### src/hdl/itpf_pkg.sv
// Constants shared by the image table pointer fetch block
`default_nettype none
package itpf_pkg;
	localparam logic [7:0] SPI_READ_CMD = 8'h03;
	localparam logic [5:0] CMD_BITS = 6'h20;
	localparam logic [2:0] BYTE_LAST_BIT = 3'h7;
	localparam logic [15:0] TABLE_BYTES = 16'h0008;
	localparam logic [31:0] NULL_PTR = 32'h00000000;
	localparam logic [63:0] TABLE_RESET = 64'h0000000000000000;
	localparam logic [15:0] COUNT_ONE = 16'h0001;
	localparam int REPL_PTR_LSB = 0;
	localparam int EBIT_PTR_LSB = 32;
	typedef enum logic [1:0] {ITPF_SH_IDLE, ITPF_SH_CMD, ITPF_SH_DATA} itpf_shim_state_t;
	typedef enum logic [1:0] {ITPF_LD_INIT, ITPF_LD_TABLE, ITPF_LD_READY} itpf_load_state_t;
endpackage
`default_nettype wire

### src/hdl/itpf_table_fetch.sv
// Image table pointer fetch with its SPI mode 0 fetch shim
`default_nettype none
module itpf_table_fetch #(
	parameter bit INJECT_ENABLE = 1'b1,
	parameter bit HID_DIRECT_PINS = 1'b1,
	parameter bit CORRECT_BY_RELOAD = 1'b1,
	parameter bit CLASSIFY_ENABLE = 1'b1,
	parameter bit SIM_HOLD = 1'b0
) (
	input wire logic core_clk_in,
	input wire logic srst_in,
	input wire logic [31:0] tbladdr_in,
	input wire logic fetch_req_in,
	input wire logic [31:0] fetch_addr_in,
	input wire logic [15:0] fetch_count_in,
	output logic fetch_ready_out,
	output logic [7:0] fetch_data_out,
	output logic fetch_valid_out,
	output logic fetch_done_out,
	output logic status_initialization_out,
	output logic table_valid_out,
	output logic [31:0] repl_ptr_out,
	output logic [31:0] ebit_ptr_out,
	output logic repl_present_out,
	output logic ebit_present_out,
	output logic image_missing_out,
	input wire logic inject_strobe_in,
	input wire logic [39:0] inject_address_in,
	output logic inject_pins_present_out,
	output logic inject_strobe_out,
	output logic [39:0] inject_address_out,
	output logic external_c_out,
	output logic external_d_out,
	output logic external_s_n_out,
	input wire logic external_q_in
);
	// Pin interface is elaborated away unless both options select it
	localparam bit INJECT_PINS = INJECT_ENABLE && HID_DIRECT_PINS;

	function automatic logic ptr_present(input logic [31:0] ptr);
		ptr_present = (ptr != itpf_pkg::NULL_PTR);
	endfunction

	itpf_pkg::itpf_shim_state_t sh_state_q;
	itpf_pkg::itpf_load_state_t ld_state_q;
	logic ph_q;
	logic [5:0] bit_q;
	logic [15:0] cnt_q;
	logic [31:0] sr_q;
	logic [7:0] rx_q;
	logic sclk_q;
	logic cs_n_q;
	logic [7:0] byte_q;
	logic byte_valid_q;
	logic done_q;
	logic [63:0] table_q;
	logic table_valid_q;
	logic inj_strobe_q;
	logic [39:0] inj_addr_q;
	logic shim_req;
	logic [31:0] shim_addr;
	logic [15:0] shim_count;
	logic shim_idle;
	logic last_cmd_bit;
	logic last_data_bit;

	assign shim_idle = (sh_state_q == itpf_pkg::ITPF_SH_IDLE);
	assign last_cmd_bit = (bit_q == itpf_pkg::CMD_BITS - 6'h01);
	assign last_data_bit = (bit_q[2:0] == itpf_pkg::BYTE_LAST_BIT);

	// Table load owns the shim until the pointers are known
	always_comb begin
		shim_req = 1'b0;
		shim_addr = fetch_addr_in;
		shim_count = fetch_count_in;
		unique case (ld_state_q)
			itpf_pkg::ITPF_LD_INIT: begin
				shim_req = !SIM_HOLD;
				shim_addr = tbladdr_in;
				shim_count = itpf_pkg::TABLE_BYTES;
			end
			itpf_pkg::ITPF_LD_TABLE: begin
				shim_req = 1'b0;
			end
			itpf_pkg::ITPF_LD_READY: begin
				shim_req = fetch_req_in && shim_idle;
			end
		endcase
	end

	// Serial engine: command plus 24-bit address, then data bytes
	always_ff @(posedge core_clk_in) begin
		if (srst_in) begin
			sh_state_q <= itpf_pkg::ITPF_SH_IDLE;
			ph_q <= 1'b0;
			bit_q <= 6'h00;
			cnt_q <= 16'h0000;
			sr_q <= 32'h00000000;
			rx_q <= 8'h00;
			sclk_q <= 1'b0;
			cs_n_q <= 1'b1;
		end else begin
			unique case (sh_state_q)
				itpf_pkg::ITPF_SH_IDLE: begin
					sclk_q <= 1'b0;
					ph_q <= 1'b0;
					bit_q <= 6'h00;
					// Zero-length requests are dropped without touching the bus
					if (shim_req && shim_count != 16'h0000) begin
						sh_state_q <= itpf_pkg::ITPF_SH_CMD;
						cs_n_q <= 1'b0;
						cnt_q <= shim_count;
						sr_q <= {itpf_pkg::SPI_READ_CMD, shim_addr[23:0]};
					end
				end
				itpf_pkg::ITPF_SH_CMD, itpf_pkg::ITPF_SH_DATA: begin
					ph_q <= ~ph_q;
					if (!ph_q) begin
						sclk_q <= 1'b1;
						// Rising edge is the sample point; the slave changed on the last fall
						rx_q <= {rx_q[6:0], external_q_in};
					end else begin
						sclk_q <= 1'b0;
						sr_q <= {sr_q[30:0], 1'b0};
						bit_q <= bit_q + 6'h01;
						if (sh_state_q == itpf_pkg::ITPF_SH_CMD && last_cmd_bit) begin
							sh_state_q <= itpf_pkg::ITPF_SH_DATA;
							bit_q <= 6'h00;
						end else if (sh_state_q == itpf_pkg::ITPF_SH_DATA && last_data_bit) begin
							bit_q <= 6'h00;
							cnt_q <= cnt_q - 16'h0001;
							// Sequential read continues the burst for contiguous images
							if (cnt_q == itpf_pkg::COUNT_ONE) begin
								sh_state_q <= itpf_pkg::ITPF_SH_IDLE;
								cs_n_q <= 1'b1;
							end
						end
					end
				end
				default: begin
					sh_state_q <= itpf_pkg::ITPF_SH_IDLE;
					cs_n_q <= 1'b1;
				end
			endcase
		end
	end

	// Returned bytes and end-of-request pulse
	always_ff @(posedge core_clk_in) begin
		if (srst_in) begin
			byte_q <= 8'h00;
			byte_valid_q <= 1'b0;
			done_q <= 1'b0;
		end else begin
			byte_valid_q <= 1'b0;
			done_q <= 1'b0;
			if (sh_state_q == itpf_pkg::ITPF_SH_DATA && ph_q && last_data_bit) begin
				byte_q <= rx_q;
				byte_valid_q <= 1'b1;
				done_q <= (cnt_q == itpf_pkg::COUNT_ONE);
			end
		end
	end

	// Pointer table load
	always_ff @(posedge core_clk_in) begin
		if (srst_in) begin
			ld_state_q <= itpf_pkg::ITPF_LD_INIT;
			table_q <= itpf_pkg::TABLE_RESET;
			table_valid_q <= 1'b0;
		end else begin
			unique case (ld_state_q)
				itpf_pkg::ITPF_LD_INIT: begin
					if (!SIM_HOLD && shim_idle) begin
						ld_state_q <= itpf_pkg::ITPF_LD_TABLE;
					end
				end
				itpf_pkg::ITPF_LD_TABLE: begin
					if (byte_valid_q) begin
						// Bytes arrive ascending, so shifting in from the top is little-endian
						table_q <= {byte_q, table_q[63:8]};
					end
					if (done_q) begin
						ld_state_q <= itpf_pkg::ITPF_LD_READY;
						table_valid_q <= 1'b1;
					end
				end
				itpf_pkg::ITPF_LD_READY: begin
					ld_state_q <= itpf_pkg::ITPF_LD_READY;
				end
				default: begin
					ld_state_q <= itpf_pkg::ITPF_LD_INIT;
				end
			endcase
		end
	end

	// Injection pass-through, registered; the registers load zero when the pins do not exist
	always_ff @(posedge core_clk_in) begin
		if (srst_in) begin
			inj_strobe_q <= 1'b0;
			inj_addr_q <= 40'h0000000000;
		end else begin
			inj_strobe_q <= INJECT_PINS && inject_strobe_in;
			inj_addr_q <= INJECT_PINS ? inject_address_in : 40'h0000000000;
		end
	end

	assign fetch_ready_out = (ld_state_q == itpf_pkg::ITPF_LD_READY) && shim_idle;
	assign fetch_data_out = byte_q;
	assign fetch_valid_out = byte_valid_q && table_valid_q;
	assign fetch_done_out = done_q && table_valid_q;
	assign status_initialization_out = !table_valid_q;
	assign table_valid_out = table_valid_q;
	assign repl_ptr_out = table_q[itpf_pkg::REPL_PTR_LSB +: 32];
	assign ebit_ptr_out = table_q[itpf_pkg::EBIT_PTR_LSB +: 32];
	assign repl_present_out = table_valid_q && ptr_present(repl_ptr_out);
	assign ebit_present_out = table_valid_q && ptr_present(ebit_ptr_out);
	// An enabled function whose image is absent cannot run
	assign image_missing_out = table_valid_q &&
		((CORRECT_BY_RELOAD && !ptr_present(repl_ptr_out)) ||
		(CLASSIFY_ENABLE && !ptr_present(ebit_ptr_out)));
	assign inject_pins_present_out = INJECT_PINS;
	assign inject_strobe_out = inj_strobe_q;
	assign inject_address_out = inj_addr_q;
	assign external_c_out = sclk_q;
	assign external_d_out = sr_q[31];
	assign external_s_n_out = cs_n_q;
endmodule
`default_nettype wire

### config.mk
export PLATFORM = sky130hd
export DESIGN_NAME = itpf_table_fetch
export DESIGN_NICKNAME = d
export VERILOG_FILES = /design/src/hdl/itpf_pkg.sv /design/src/hdl/itpf_table_fetch.sv
export SDC_FILE = /design/constraint.sdc
export NUM_CORES = 1
export LEC_CHECK = 0
export ABC_AREA = 1
export ABC_CLOCK_PERIOD_IN_PS = 6080
export BUFFER_PORTS_ARGS = -buffer_cell sky130_fd_sc_hd__buf_2
export CAP_MARGIN = 15
export CORE_UTILIZATION = 50
export DETAILED_ROUTE_END_ITERATION = 10
export PLACE_DENSITY_LB_ADDON = 0.1
export SKIP_CTS_REPAIR_TIMING = 1
export SLEW_MARGIN = 20
export SYNTH_ARGS = -nofsm -noshare
export SYNTH_HDL_FRONTEND = slang
export SYNTH_SLANG_ARGS = --single-unit
export TNS_END_PERCENT = 5
### constraint.sdc
create_clock -name core_clk_in -period 6.08 [get_ports core_clk_in]
set_clock_uncertainty 0.15 [all_clocks]
set_input_delay 1.216 -clock core_clk_in [delete_from_list [all_inputs] [get_ports core_clk_in]]
set_output_delay 1.216 -clock core_clk_in [all_outputs]
set_load 0.05 [all_outputs]
==> key figures <==
Outcome
  • Outcome: complete, no violations

Placement
  • Placed cells: 1514
  • RD Place Congestion: 0.833
  • HPWL after DPL: 12.7 mm
  • Port Buffers: 232

Floorplanning
  • Die area: 16200 sq um
  • Initial Utilization: 51.5%
  • Placeable Area: 15300 sq um
  • Die Wd: 127 microns
  • Die height: 127 microns
  • # rows: 45
  • I/O pin cnt: 250

Worst setup path
  • Reg2Reg Depth: 12
  • Worst-path fanout max: 48
  • Worst setup EP type: flip-flop
  • Crit Path Class: reg2reg
  • Startpoint Class: flip-flop
  • Critical Path RT: 6240 ps
  • Critical Path AT: 4090 ps

Logic synthesis
  • Commonest cells in the netlist: nor2_1 (261), nand2_1 (198), dfxtp_1 (184)
  • Cell area after synthesis: 7860 sq um
  • EDFF count, synth: 0
  • Most common cell in the netlist: nor2_1
  • Post-synth top area cell: dfxtp_1
  • Syn Nets: 1269
  • Number of synthesized register bits: 184
  • Cells after Synth: 1132
  • Synth top area cells: dfxtp_1 (47%), nor2_1 (12%), nand2_1 (9.5%)
  • Seq/Total Area, Yosys: 46.9%
  • FFs w/ async S/R, synth: 0%
  • Post-synth top area share: 46.9%
  • YS warnings: 0
  • Post-synth cell types: 29
  • Mapped Avg Cell Area: 6.94 sq um
  • Top_reg_cell synth: dfxtp_1

GRT
  • Global route overflow: 0
  • Initial antenna violation count: 0
  • Global-route usage over all layers: 23.1%
  • Number of global-route vias before repair: 6645
  • First-pass GRT wire length: 30.4 mm
  • Largest net degree at the start of global routing: 84

STA
  • RSZ-0062 raised after global routing: no
  • Slew Viols, Final: 0
  • Tcrit/Tclk final: 64.6%
  • Relative slew slack: 32.4%
  • Tightest Pin Transition: 1010 ps
  • FMAX: 0.255 GHz
  • Min Tclk post-route: 3930 ps
  • Final setup violation count: 0
  • Setup TNS: 0 ps
  • Count of final hold-check violations: 0

Detailed routing
  • Routed wire length: 18.9 mm
  • Vias/cell: 4.93
  • Vias: 7617
  • Iter 0 DRT Violations: 583
  • WL per Instance: 12.2 microns
  • Residual DRC: 0
  • First-pass DRT Iterations: 8
  • Post-route ant nets: 0

Job
  • Max Cap Viol: 0

Clock network
  • CTS Root Cell: clkbuf_16
  • CTS HTree Levels: 4
  • CTS Buffer Depth: 2
  • CTS tree: done
  • CTS clk-pin slew, worst paths: 60 ps
  • Clk_lat worst skew: 430 ps
  • Total clock sinks: 184
  • Num CTS Buffers: 17

Hold path
  • Hold crit path type: reg2reg
  • WHS Path Cells: 2

Pwr
  • Max IR drop VDD: 0.000346 V
  • Pwr per Cell Area: 433 nW/um^2
  • Leakage power: 0.00484 uW

Finish
  • Post-layout net count: 1459
  • Layout cells sized above 1: 20.8%
  • N_diodes: 0
  • Area Overhead vs Synth: 22.5%
  • Post-route insts no fill: 1546
==> layout by cell type (no fill, tap or decap), types with 3 or more instances in the layout <==
cell type	n
a211oi_1	3
a21oi_1	64
a31oi_1	5
buf_2	232
buf_4	4
clkbuf_16	17
clkinv_2	4
dfxtp_1	184
ha_1	12
inv_1	113
inv_2	3
inv_6	3
nand2_1	198
nand3_1	53
nand4_1	23
nor2_1	261
nor3_1	6
nor4_1	12
o21ai_0	111
o21ai_1	5
xor2_1	4
==> where the power goes <==
part / switching [uW] / total (uW) / internal (uW)
combinational: 1100 / 1620 / 511
sequential: 82.3 / 1450 / 1370
clock: 481 / 1100 / 623
==> sequential cells by signal, indices dropped and copies added, names as in the netlist <==
signal / cells
sr_q: 32
inject_strobe_out: 1
done_q: 1
rx_q: 8
table_valid_out: 1
external_s_n_out: 1
cnt_q: 16
ld_state_q: 2
bit_q: 6
ph_q: 1
inject_address_out: 40
sh_state_q: 2
table_q: 64
fetch_data_out: 8
byte_valid_q: 1
==> worst paths after layout <==
| check | from | end | slack (ps) |
|---|---|---|---|
| setup / recovery | ld_state_q[0] | sr_q[14] | 2150 |
| hold / removal | sr_q[6] | sr_q[6] | 290 |
| setup reg to reg | ld_state_q[0] | sr_q[14] | 2150 |
| hold reg to reg | sr_q[6] | sr_q[6] | 290 |
==> layer usage <==
layer  wire [microns]  up-vias  track usage, %
li1                 -     3958               -
met1             8510     3448            28.4
met2             9190      195            40.1
met3             1060       16            5.36
met4              159        0            7.00
met5                0        -               0
==> critical path: stages, from the launching register on <==
cell and delay (ps):
dfxtp_1 340, inv_1 80, ha_1 550, inv_2 750
o21ai_0 210, nand2_1 110, nor2_1 50, nand2_1 80
nand2_2 80, nand2_4 190, nand3_2 700, a21oi_1 390
nor2_1 60
==> layout make-up <==
type | instances | area [sq um]
Sequential cell | 184 | 3680
Inverter | 117 | 440
Fill cell | 1492 | 5630
Multi-Input combinational cell | 765 | 3440
Clock inverter | 13 | 145
Tap cell | 211 | 264
Clock buffer | 19 | 443
Timing Repair Buffer | 237 | 1210
==> cell families (layout without fill, tap and decap cells) <==
kind of cell | count (synthesis) | after routing | share of synthesized area [%]
AOI/OAI and AO/OA | 188 | 188 | 12.1
xor gates and xnor gates | 5 | 5 | 0.557
adders and majority gates | 12 | 12 | 1.91
buffers and inverters | 183 | 386 | 9.32
DFF | 184 | 184 | 46.9
other | 1 | 1 | 0.0477
and+or+nand+nor | 559 | 559 | 29.1
==> stage by stage <==
stage	power [uW]	setup WS, ps	hold slack, ps	instance area, sq um	util, %
finish	4170	2150	289	9630	63.1
global route	4500	1710	315	9630	63.1
CTS	4200	2130	290	9630	63.1
detailed placement	3080	2170	280	9040	59.2
global placement	3060	2150	274	9040	59.2
floorplan	2810	2780	268	7860	-
Note: power is estimated with default switching activity, not from simulation.
